===== config.mk =====
export PLATFORM = sky130hd
export DESIGN_NAME = mcrt_top
export DESIGN_NICKNAME = d
export VERILOG_FILES = /design/src/hdl/mcrt_divider.v /design/src/hdl/mcrt_top.v
export VERILOG_INCLUDE_DIRS = /design/src /design/src/include
export SDC_FILE = /design/constraint.sdc
export NUM_CORES = 1
export LEC_CHECK = 0
export BUFFER_PORTS_ARGS = -buffer_cell sky130_fd_sc_hd__buf_4
export CAP_MARGIN = 20
export CORE_MARGIN = 3
export CORE_UTILIZATION = 50
export DETAILED_ROUTE_END_ITERATION = 7
export PLACE_DENSITY = 0.73
export SETUP_SLACK_MARGIN = 0.4
export SYNTH_ARGS = -nofsm -noshare
export SYNTH_HDL_FRONTEND = slang
export SYNTH_SLANG_ARGS = --single-unit

===== constraint.sdc =====
create_clock -name CLOCK_IN -period 2.3 [get_ports CLOCK_IN]
set_clock_uncertainty 0.2 [all_clocks]
set_input_delay 0.23 -clock CLOCK_IN [delete_from_list [all_inputs] [get_ports CLOCK_IN]]
set_output_delay 0.23 -clock CLOCK_IN [all_outputs]
set_load 0.05 [all_outputs]

===== src/include/mcrt_consts.vh =====
// constants for the main clock controller with time-base timer
// assumes byte-wide register port, oscillator clock as CLOCK_IN
`ifndef MCRT_CONSTS_VH
`define MCRT_CONSTS_VH
`define MCRT_CSR_ADDR      8'h29
`define MCRT_MISC_ADDR     8'h20
`define MCRT_CSR_RESET     8'h01
`define MCRT_MISC_RESET    8'h00
`define MCRT_TB_LSB        2
`define MCRT_IE_BIT        1
`define MCRT_FLAG_BIT      0
`define MCRT_MCO_BIT       5
`define MCRT_CP_LSB        1
`define MCRT_SMS_BIT       0
`define MCRT_PERIOD_0      19'd32000
`define MCRT_PERIOD_1      19'd64000
`define MCRT_PERIOD_2      19'd160000
`define MCRT_PERIOD_3      19'd400000
`endif


===== src/hdl/mcrt_divider.v =====
// free-running power-of-two divider giving half-rate enables
// assumes one clock, asynchronous active-low reset
`timescale 1ns/1ps
`default_nettype none
module mcrt_divider #(
  parameter WIDTH = 5
) (
  input  wire             clk_in,   // oscillator clock
  input  wire             nrst_in,  // async reset, active low
  output wire [WIDTH-1:0] count_out // divider state
);
  reg [WIDTH-1:0] count_reg;
  always @(posedge clk_in or negedge nrst_in)
  begin
    if (!nrst_in)
      count_reg <= {WIDTH{1'b0}};
    else
      count_reg <= count_reg + {{(WIDTH-1){1'b0}}, 1'b1};
  end
  assign count_out = count_reg;
endmodule // mcrt_divider
`default_nettype wire


===== src/hdl/mcrt_top.v =====
// main clock controller: cpu prescaler, clock-out, time-base timer
// assumes byte register port with read data one cycle after the strobe
// Overview of operation
// - cpu clock comes from oscillator via prescaler set by divider and slow bits
// - normal gives /2; slow codes 00,10,01,11 give /4,/8,/16,/32
// - can clock always runs at oscillator/2
// - clock-out enable drives oscillator/2 onto pin alternate function
// - clock-out enable is read/write, zero after reset
// - clock-out stops during tick halt mode
// - time-base select picks 32000, 64000, 160000 or 400000 cycles
// - new time-base select applies only at end of running period
// - period end sets tick flag; reading status register clears it only in run mode, not in either halt mode
// - interrupt request when tick flag and tick interrupt enable both set
// - halt with tick interrupt enabled enters tick halt mode
// - status register bits 7 to 4 read zero
// - status register resets to 01h
// - in wait mode timer runs and its interrupt ends wait
// - in tick halt counter runs, registers frozen, interrupt wakes
// - in full halt counter and registers freeze; tick cannot wake
// - prescaler, clock-out and timer work independently and together
`timescale 1ns/1ps
`default_nettype none
`include "mcrt_consts.vh"
module mcrt_top (
  input  wire       CLOCK_IN,        // oscillator clock
  input  wire       NRST_IN,         // async reset, active low
  input  wire [7:0] ADDR_IN,         // register address
  input  wire [7:0] WDATA_IN,        // write data
  input  wire       WR_IN,           // write strobe
  input  wire       RD_IN,           // read strobe
  output reg  [7:0] RDATA_OUT,       // read data, cycle after strobe
  input  wire       HALT_EXEC_IN,    // halt instruction executed pulse
  input  wire       WAIT_IN,         // cpu in wait mode level
  input  wire       HALT_WAKE_IN,    // another interrupt able to end halt
  output wire       CPU_CLK_EN_OUT,  // cpu clock enable pulse
  output wire       CAN_CLK_EN_OUT,  // can clock enable pulse, osc/2
  output reg        CLK_OUT_OUT,     // clock-out pin level
  output wire       CLK_OUT_OE_OUT,  // clock-out alternate function select
  output wire       TICK_IRQ_OUT,    // tick interrupt request
  output wire       TICK_HALT_OUT,   // low-power tick halt mode level
  output wire       FULL_HALT_OUT,   // full halt mode level
  output wire       WAKE_OUT         // wake pulse from wait or tick halt
);
  localparam MODE_RUN  = 2'd0;
  localparam MODE_TICK = 2'd1;
  localparam MODE_HALT = 2'd2;

  reg  [1:0]  mode_reg;
  reg  [1:0]  mode_next;
  reg  [1:0]  time_base_select_reg;
  reg  [1:0]  active_tb_reg;
  reg         tick_irq_enable_reg;
  reg         tick_flag_reg;
  reg         clock_out_enable_reg;
  reg  [1:0]  slow_divider_select_reg;
  reg         slow_mode_select_reg;
  reg  [18:0] tb_count_reg;
  reg  [18:0] period;
  reg         cpu_en;
  wire [4:0]  div_count;
  wire        frozen;
  wire        regs_frozen;
  wire        period_end;
  wire        csr_rd;
  wire        csr_wr;
  wire        misc_wr;

  mcrt_divider #(.WIDTH(5)) u_div (
    .clk_in    (CLOCK_IN),
    .nrst_in   (NRST_IN),
    .count_out (div_count)
  );

  // prescaler: enable pulse once per division period
  always @*
  begin
    if (!slow_mode_select_reg)
      cpu_en = div_count[0];
    else
    begin
      case (slow_divider_select_reg)
        2'b00:   cpu_en = &div_count[1:0];
        2'b10:   cpu_en = &div_count[2:0];
        2'b01:   cpu_en = &div_count[3:0];
        2'b11:   cpu_en = &div_count[4:0];
        default: cpu_en = div_count[0];
      endcase
    end
  end
  assign CPU_CLK_EN_OUT = cpu_en;
  assign CAN_CLK_EN_OUT = div_count[0];

  assign CLK_OUT_OE_OUT = clock_out_enable_reg;
  always @(posedge CLOCK_IN or negedge NRST_IN)
  begin
    if (!NRST_IN)
      CLK_OUT_OUT <= 1'b0;
    else if (clock_out_enable_reg && mode_reg != MODE_TICK)
      CLK_OUT_OUT <= ~CLK_OUT_OUT;
    else
      CLK_OUT_OUT <= 1'b0;
  end

  // power modes
  always @*
  begin
    mode_next = mode_reg;
    case (mode_reg)
      MODE_RUN:
      begin
        if (HALT_EXEC_IN)
          mode_next = tick_irq_enable_reg ? MODE_TICK : MODE_HALT;
      end
      MODE_TICK:
      begin
        if (TICK_IRQ_OUT || HALT_WAKE_IN)
          mode_next = MODE_RUN;
      end
      MODE_HALT:
      begin
        if (HALT_WAKE_IN)
          mode_next = MODE_RUN;
      end
      default: mode_next = MODE_RUN;
    endcase
  end
  always @(posedge CLOCK_IN or negedge NRST_IN)
  begin
    if (!NRST_IN)
      mode_reg <= MODE_RUN;
    else
      mode_reg <= mode_next;
  end
  assign TICK_HALT_OUT = (mode_reg == MODE_TICK);
  assign FULL_HALT_OUT = (mode_reg == MODE_HALT);
  assign WAKE_OUT = TICK_IRQ_OUT && (WAIT_IN || mode_reg == MODE_TICK);

  assign frozen      = (mode_reg == MODE_HALT);
  assign regs_frozen = (mode_reg != MODE_RUN);

  // time-base period
  always @*
  begin
    case (active_tb_reg)
      2'b00:   period = `MCRT_PERIOD_0;
      2'b01:   period = `MCRT_PERIOD_1;
      2'b10:   period = `MCRT_PERIOD_2;
      2'b11:   period = `MCRT_PERIOD_3;
      default: period = `MCRT_PERIOD_0;
    endcase
  end
  assign period_end = !frozen && (tb_count_reg == period - 19'd1);

  always @(posedge CLOCK_IN or negedge NRST_IN)
  begin
    if (!NRST_IN)
    begin
      tb_count_reg  <= 19'd0;
      active_tb_reg <= 2'b00;
    end
    else if (period_end)
    begin
      tb_count_reg  <= 19'd0;
      active_tb_reg <= time_base_select_reg;
    end
    else if (!frozen)
      tb_count_reg <= tb_count_reg + 19'd1;
  end

  // register port
  assign csr_rd  = RD_IN && ADDR_IN == `MCRT_CSR_ADDR && !regs_frozen;
  assign csr_wr  = WR_IN && ADDR_IN == `MCRT_CSR_ADDR && !regs_frozen;
  assign misc_wr = WR_IN && ADDR_IN == `MCRT_MISC_ADDR && !regs_frozen;

  always @(posedge CLOCK_IN or negedge NRST_IN)
  begin
    if (!NRST_IN)
    begin
      time_base_select_reg <= 2'b00;
      tick_irq_enable_reg  <= 1'b0;
    end
    else if (csr_wr)
    begin
      time_base_select_reg <= WDATA_IN[`MCRT_TB_LSB+1:`MCRT_TB_LSB];
      tick_irq_enable_reg  <= WDATA_IN[`MCRT_IE_BIT];
    end
  end

  always @(posedge CLOCK_IN or negedge NRST_IN)
  begin
    if (!NRST_IN)
      tick_flag_reg <= 1'b1;
    else if (period_end)
      tick_flag_reg <= 1'b1;
    else if (csr_rd)
      tick_flag_reg <= 1'b0;
  end
  assign TICK_IRQ_OUT = tick_flag_reg && tick_irq_enable_reg;

  always @(posedge CLOCK_IN or negedge NRST_IN)
  begin
    if (!NRST_IN)
    begin
      clock_out_enable_reg    <= 1'b0;
      slow_divider_select_reg <= 2'b00;
      slow_mode_select_reg    <= 1'b0;
    end
    else if (misc_wr)
    begin
      clock_out_enable_reg    <= WDATA_IN[`MCRT_MCO_BIT];
      slow_divider_select_reg <= WDATA_IN[`MCRT_CP_LSB+1:`MCRT_CP_LSB];
      slow_mode_select_reg    <= WDATA_IN[`MCRT_SMS_BIT];
    end
  end

  always @(posedge CLOCK_IN or negedge NRST_IN)
  begin
    if (!NRST_IN)
      RDATA_OUT <= 8'h00;
    else if (RD_IN && ADDR_IN == `MCRT_CSR_ADDR)
      RDATA_OUT <= {4'h0, time_base_select_reg, tick_irq_enable_reg,
                    tick_flag_reg};
    else if (RD_IN && ADDR_IN == `MCRT_MISC_ADDR)
      RDATA_OUT <= {2'b00, clock_out_enable_reg, 2'b00,
                    slow_divider_select_reg, slow_mode_select_reg};
    else
      RDATA_OUT <= 8'h00;
  end
endmodule // mcrt_top
`default_nettype wire


==> results of run 1 <==
## repair_timing
item | 4_1_cts | 5_1_grt
hold endpoints to repair | 49 | 0
resized for setup | 36 | 21
buffers inserted | 14 | 6
hold buffers | 7 | 0
cloned | 1 | 0
pin swaps | 13 | 9
endpoints found under the setup margin | 20 | 20
## per-layer routing
layer	routed length, um	GRT usage (%)	part of all wire, %
met1	2010	25.9	41
met2	2600	37.1	54
met3	144	4.46	3.0
met4	91	6.81	1.9
met5	0	0	0
## placed cells by master, fill, tap and decap left out, types with 3 or more instances in the layout
cell / n
a21oi_1: 3
a22oi_1: 3
and2_1: 3
buf_4: 53
buf_6: 4
clkbuf_8: 6
conb_1: 3
dfrtp_1: 36
dfrtp_2: 5
dlygate4sd3_1: 7
ha_4: 3
inv_1: 5
mux2_2: 7
nand2_1: 13
nand3_1: 5
nand4_1: 8
nor2_1: 15
nor2_2: 6
nor2_4: 8
nor2b_1: 4
nor3_1: 7
xnor2_1: 10
xor2_1: 7
## worst max-delay path, delay by kind of cell, from the launching register on
family / cells / cell delay (ns)
adders and majority gates: 2 / 0.31
AOI/OAI and AO/OA: 2 / 0.18
muxes: 1 / 0.13
buffers and inverters: 1 / 0.16
DFF: 1 / 0.43
and+or+nand+nor: 2 / 0.26
## metrics by stage
stage                     area, um2  util (%)
after floorplan                2090         -
after global placement         2400      62.9
after detailed placement       2400      62.9
after CTS                      2860      74.7
after global routing           2980      78.0
final                          2980      78.0
## power by group through the flow
stage / clock network (W) / logic (W) / registers [W]
after floorplan: 0 / 0.000147 / 0.000864
after global placement: 0 / 0.000216 / 0.000868
after detailed placement: 0 / 0.000229 / 0.000876
after CTS: 0.000494 / 0.000329 / 0.000844
after global routing: 0.000536 / 0.000411 / 0.000859
final: 0.000482 / 0.000376 / 0.000854
## worst max path at each step
| stage | start | endpoint | slack (ns) | cells past startpoint |
|---|---|---|---|---|
| after floorplan | tb_count_reg[14] | active_tb_reg[0] | 0.18 | 5 |
| after global placement | active_tb_reg[0] | tb_count_reg[17] | 0.14 | 6 |
| after detailed placement | active_tb_reg[0] | tb_count_reg[5] | 0.07 | 6 |
| after CTS | u_div.count_out[0] | CPU_CLK_EN_OUT | 0.11 | 8 |
| after global routing | u_div.count_out[0] | CPU_CLK_EN_OUT | 0.05 | 8 |
| final | u_div.count_out[0] | CPU_CLK_EN_OUT | 0.11 | 8 |
## layout make-up
type	instances	area (um2)	share of cell area, %
timing repair buffer	67	581	19.5
clock inverter	2	12.5	0.419
multi-input combinational	146	1160	39.0
sequential	42	1060	35.5
inverter	6	25.0	0.839
clock buffer	6	82.6	2.77
tap	48	60.1	2.01
## cells by family after synthesis
family,Yosys count
and+or+nand+nor,91
muxes,12
buffers and inverters,12
xor gates and xnor gates,19
AOI/OAI and AO/OA,17
other,1
adders and majority gates,4
DFF,42
==> metrics.md, run 1 <==
| Metric | Value |
|---|---|
| Status | `complete, no violations` |
| DR vias | `approximately 1700` |
| Netlist cell types | `43` |
| Total grt overflow | `0` |
| DIE WIDTH | `70.3 um` |
| Critical Path AT | `1.76 ns` |
| Hold Slack | `0.0508 ns` |
| ANT nets after route | `0` |
| Setup ws final | `0.111 ns` |
| Int Pwr | `~0.0012 W` |
| Final wirelength | `4.85 mm` |
| Slowest CP cell | `dfrtp_2` |
| Post-synthesis compound-gate area fraction | `5.33%` |
| CTS buffer count | `5` |
| CTS Buffer Depth | `2` |
| Static Leakage | `1.34 nW` |
| Tcrit/Tclk final | `a little over nine tenths` |
| Drt drc | `0` |
| Commonest cells post-synth | `41 x dfrtp_1, 29 x nor2_1, 13 x nand2_1` |
| Final hold violations | `0` |
| Clk slew on worst S/H paths | `0.08 ns` |
| Antenna Cells | `0` |
| Cells after DPL | `281` |
| CTS sink count | `42` |
| Unrepaired setup endpoints after global routing | `yes` |
| Net Sw Frac | `28.2%` |
| Starting density of the core | `54.0%` |
| Sequential element share of the synthesized area | `51.0%` |
| WL per Instance | `about 15 um` |
| Worst r2r src | `tb_count_reg[7]` |
| Rel. slew slack | `65.5%` |
| Gp weighted congestion | `0.818` |
| Setup-failing EPs final | `0` |
| Crit-path max FO | `2` |
| Max Cap Violations | `0` |
| Layout Cells excl Fill | `317` |
| R2R setup slack | `0.19 ns` |
| Initial antenna violation count | `0` |
| Syn Inst Count | `roughly 200` |
| Worst-margin pin slew | `0.518 ns` |
| Count leader, synth | `dfrtp_1` |
| Crit path top cell by count | `ha_4` |
| Min Tclk post-route | `2.19 ns` |
| Die height | `70.3 um` |
| Async SR Flop Fraction | `100%` |
| Synth Area in Adders | `around 2.4%` |
| First-pass DRT Iterations | `4` |
| DR vias/cell | `around 5.3` |
| Crit-path cells | `ha_4 > and3_4 > ha_4 > mux2i_1 > nand2_1 > o311ai_2 > o21ai_2 > buf_6` |
| R2R depth | `6` |
| Clock power share | `approximately 28%` |
| Setup TNS | `0 ns` |
| Final Max Tran Viols | `0` |
| P_sw | `0.000482 W` |
| Crit path largest cell delay | `0.43 ns` |
| Sequential power share | `49.9%` |
| FF+latch count, synth | `42` |
| Core area | `0.00383 mm2` |
| Worst Hold End | `mode_reg[1]` |
| Leading area contributor after synthesis | `dfrtp_1` |
| Fmax | `about 460 MHz` |
| Top Ports | `39` |
| Critical Path End Type | `output pin` |
| Die ar. | `0.00494 mm2` |
| Startpoint types | `register` |
| Post-synthesis xor/xnor area fraction | `8.06%` |
| First-pass GRT wire length | `approximately 8.4 mm` |
| Dominant synthesized flop cell | `dfrtp_1` |
| Hold crit path type | `primary input to register` |
| Place WS | `0.0748 ns` |
| Synth top area cells | `dfrtp_1 50%, nor2_1 5.3%, xnor2_1 5.1%` |
| First-iteration detailed-routing DRC count | `56` |
| Rows | `22` |
| P&R area growth vs syn | `44.5%` |
| Pwr/cell area | `between 500 and 600 mW/mm2` |
| Number of enable flip-flop cells after synthesis | `0` |
| Vias in the first global route | `1796` |
| I/O Buffers | `32` |
| Hold path depth | `4` |
| DP HPWL | `2.98 mm` |
| Clock latency on the worst-skew pair | `0.28 ns` |
| # nets final | `around 300` |
| Crit path required time | `1.87 ns` |
| Post-synthesis mux area share | `6.36%` |
| Worst setup path class | `register to output pin` |
| Root buf cell | `clkbuf_8` |
| Post-synthesis simple-gate area fraction | `23.7%` |
| Maximum vdd drop | `0.404 mV` |
| Crit Reg-Reg Endpoint | `active_tb_reg[1]` |
| Largest net degree at the start of global routing | `43` |
| TritonCTS clock tree | `done` |
| Largest family of logic cells by synthesized area | `simple AND/OR/NAND/NOR gates` |
| Gr usage total | `21.2%` |
| Comb pwr share | `a little over a fifth` |
| Post-layout power | `around 0.0017 W` |
| Cell Area, Synth | `approximately 0.0021 mm2` |
| Max reg flops | `19` |
| H-tree levels | `2` |
| Hold_sp | `HALT_WAKE_IN` |
| Syn. warnings | `0` |
| Layout cell share with drive strength beyond 1 | `44.2%` |
| Share of Yosys cell area claimed by the top area cell type | `49.7%` |
| Avg Inst Size Synth | `roughly 10 um2` |
| Layout fillers | `roughly 250` |
No activity file was read; power rests on OpenSTA's default activity.
==> run 2: changes to the inputs <==
--- a/config.mk
+++ b/config.mk
@@ -10,7 +10,7 @@
 export CAP_MARGIN = 20
 export CORE_MARGIN = 3
-export CORE_UTILIZATION = 50
+export CORE_UTILIZATION = 55
 export DETAILED_ROUTE_END_ITERATION = 7
-export PLACE_DENSITY = 0.73
+export PLACE_DENSITY = 0.79
 export SETUP_SLACK_MARGIN = 0.4
 export SYNTH_ARGS = -nofsm -noshare
--- a/constraint.sdc
+++ b/constraint.sdc
@@ -3,3 +3,3 @@
 set_input_delay 0.23 -clock CLOCK_IN [delete_from_list [all_inputs] [get_ports CLOCK_IN]]
 set_output_delay 0.23 -clock CLOCK_IN [all_outputs]
-set_load 0.05 [all_outputs]
+set_load 0.01 [all_outputs]
==> metrics.md, run 2 (synthesis gave the netlist of run 1 again) <==
| Metric | Value |
|---|---|
| DR vias | `1854` |
| Status | `complete, no violations` |
| First-iteration detailed-routing DRC count | `between 150 and 200` |
| Die height | `67.3 um` |
| Max reg flops | `19` |
| # nets final | `300` |
| DIE WIDTH | `between 60 and 70 um` |
| Rel. slew slack | `64.9%` |
| Gr usage total | `roughly a quarter` |
| Layout cell share with drive strength beyond 1 | `43.8%` |
| Worst setup path class | `register to output pin` |
| Hold path depth | `4` |
| Layout Cells excl Fill | `between 300 and 400` |
| Commonest cells after routing, fill and taps aside | `55 x buf_4, 38 x dfrtp_1, 14 x nor2_1` |
| Fmax | `~450 MHz` |
| WL per Instance | `19.9 um` |
| Rows | `21` |
| Static Leakage | `between 1 and 1.5 nW` |
| Crit-path cells | `ha_2 > and3_4 > ha_4 > mux2i_1 > nand2_1 > o311ai_1 > o21ai_1 > buf_4` |
| DP HPWL | `3.04 mm` |
| CTS Buffer Depth | `2` |
| ANT nets after route | `0` |
| Gp weighted congestion | `between 0.8 and 0.9` |
| Starting density of the core | `around three fifths` |
| CTS sink count | `42` |
| Clk slew on worst S/H paths | `0.09 ns` |
| Hold Slack | `approximately 0.027 ns` |
| I/O Buffers | `32` |
| Largest net degree at the start of global routing | `43` |
| Min Tclk post-route | `2.23 ns` |
| Top Ports | `39` |
| Layout fillers | `149` |
| Root buf cell | `clkbuf_8` |
| Maximum vdd drop | `0.434 mV` |
| DR vias/cell | `5.79` |
| Max Cap Violations | `0` |
| Multi-input gate area | `0.00116 mm2` |
| Initial antenna violation count | `0` |
| Pwr/cell area | `571 mW/mm2` |
| Drt drc | `0` |
| CTS buffer count | `5` |
| First-pass GRT wire length | `8.67 mm` |
| Most common cell after layout, fill and taps aside | `buf_4` |
| Slowest CP cell | `dfrtp_1` |
| Tcrit/Tclk final | `a little over nine tenths` |
| Core area | `0.00347 mm2` |
| Startpoint types | `register` |
| TritonCTS clock tree | `done` |
| Final hold violations | `0` |
| R2R depth | `6` |
| First-pass DRT Iterations | `4` |
| Critical Path AT | `between 1.5 and 2 ns` |
| Worst-margin pin slew | `0.526 ns` |
| Unrepaired setup endpoints after global routing | `yes` |
| H-tree levels | `2` |
| Final wirelength | `6.36 mm` |
| Clock latency on the worst-skew pair | `0.31 ns` |
| Total grt overflow | `0` |
| Crit path largest cell delay | `0.41 ns` |
| FF+latch area | `0.00106 mm2` |
| Crit-path max FO | `2` |
| Hold crit path type | `primary input to register` |
| Final Max Tran Viols | `0` |
| Critical Path End Type | `output pin` |
| Die ar. | `roughly 0.0045 mm2` |
| Antenna Cells | `0` |
| Setup-failing EPs final | `0` |
| Cells after DPL | `275` |
| P&R area growth vs syn | `47.2%` |
| Crit path required time | `1.87 ns` |
| Vias in the first global route | `~1800` |
run 2: layout make-up:
class	count	share of cell area, %
well taps	46	1.89
repair buffers	72	21.3
flip-flops and latches	42	34.7
clock inverters	3	0.782
inverters	6	0.823
multi-input cells	146	38.2
clock buffers	5	2.26
run 2: power breakdown:
group	switching [W]	total (W)	internal, W
registers	0.0000491	0.000848	0.000799
clock network	0.000292	0.000509	0.000217
logic	0.000175	0.000378	0.000203
total	0.000516	0.00173	0.00122
run 2: worst max-delay path, delay by kind of cell (launching register included):
kind            cells  cell delay, ns
flops               1            0.41
fa+ha+maj           2            0.34
simple gates        2            0.25
compound gates      2            0.19
buf+inv             1            0.15
mux                 1            0.14
run 2: path summary, 6_finish.rpt:
| path | start | end | slack, ns |
|---|---|---|---|
| setup / recovery | u_div.count_out[0] | CPU_CLK_EN_OUT | 0.07 |
| hold / removal | HALT_WAKE_IN | mode_reg[1] | 0.03 |
| setup reg to reg | tb_count_reg[14] | active_tb_reg[0] | 0.10 |
| hold reg to reg | CLK_OUT_OUT | CLK_OUT_OUT | 0.27 |
| max in group asynchronous | NRST_IN | tb_count_reg[9] | 1.28 |
| min in group asynchronous | NRST_IN | tb_count_reg[16] | 0.23 |
run 2: repair_timing:
action / in CTS / in global routing
hold buffers: 7 / 0
endpoints found under the setup margin: 20 / 20
buffers inserted: 15 / 14
cloned: 1 / 0
pin swaps: 5 / 14
resized for setup: 22 / 43
hold endpoints to repair: 49 / 0
run 2: routing by layer:
layer	share of wire (%)	track usage [%]
met5	0	0
met2	54	46.1
met3	5.0	7.15
met4	3.3	9.62
met1	38	30.3
run 2: stage by stage:
stage / utilization (%) / TNS (ns) / power (W) / setup slack (ns) / instance area, um2
CTS: 80.0 / 0 / 0.00161 / 0.102 / 2770
finish: 87.6 / 0 / 0.00173 / 0.0714 / 3040
detailed placement: 68.1 / 0 / 0.00106 / 0.119 / 2360
global placement: 68.1 / 0 / 0.00105 / 0.176 / 2360
global route: 87.6 / -0.00561 / 0.00180 / -0.00561 / 3040
floorplan: - / 0 / 0.000985 / 0.179 / 2080
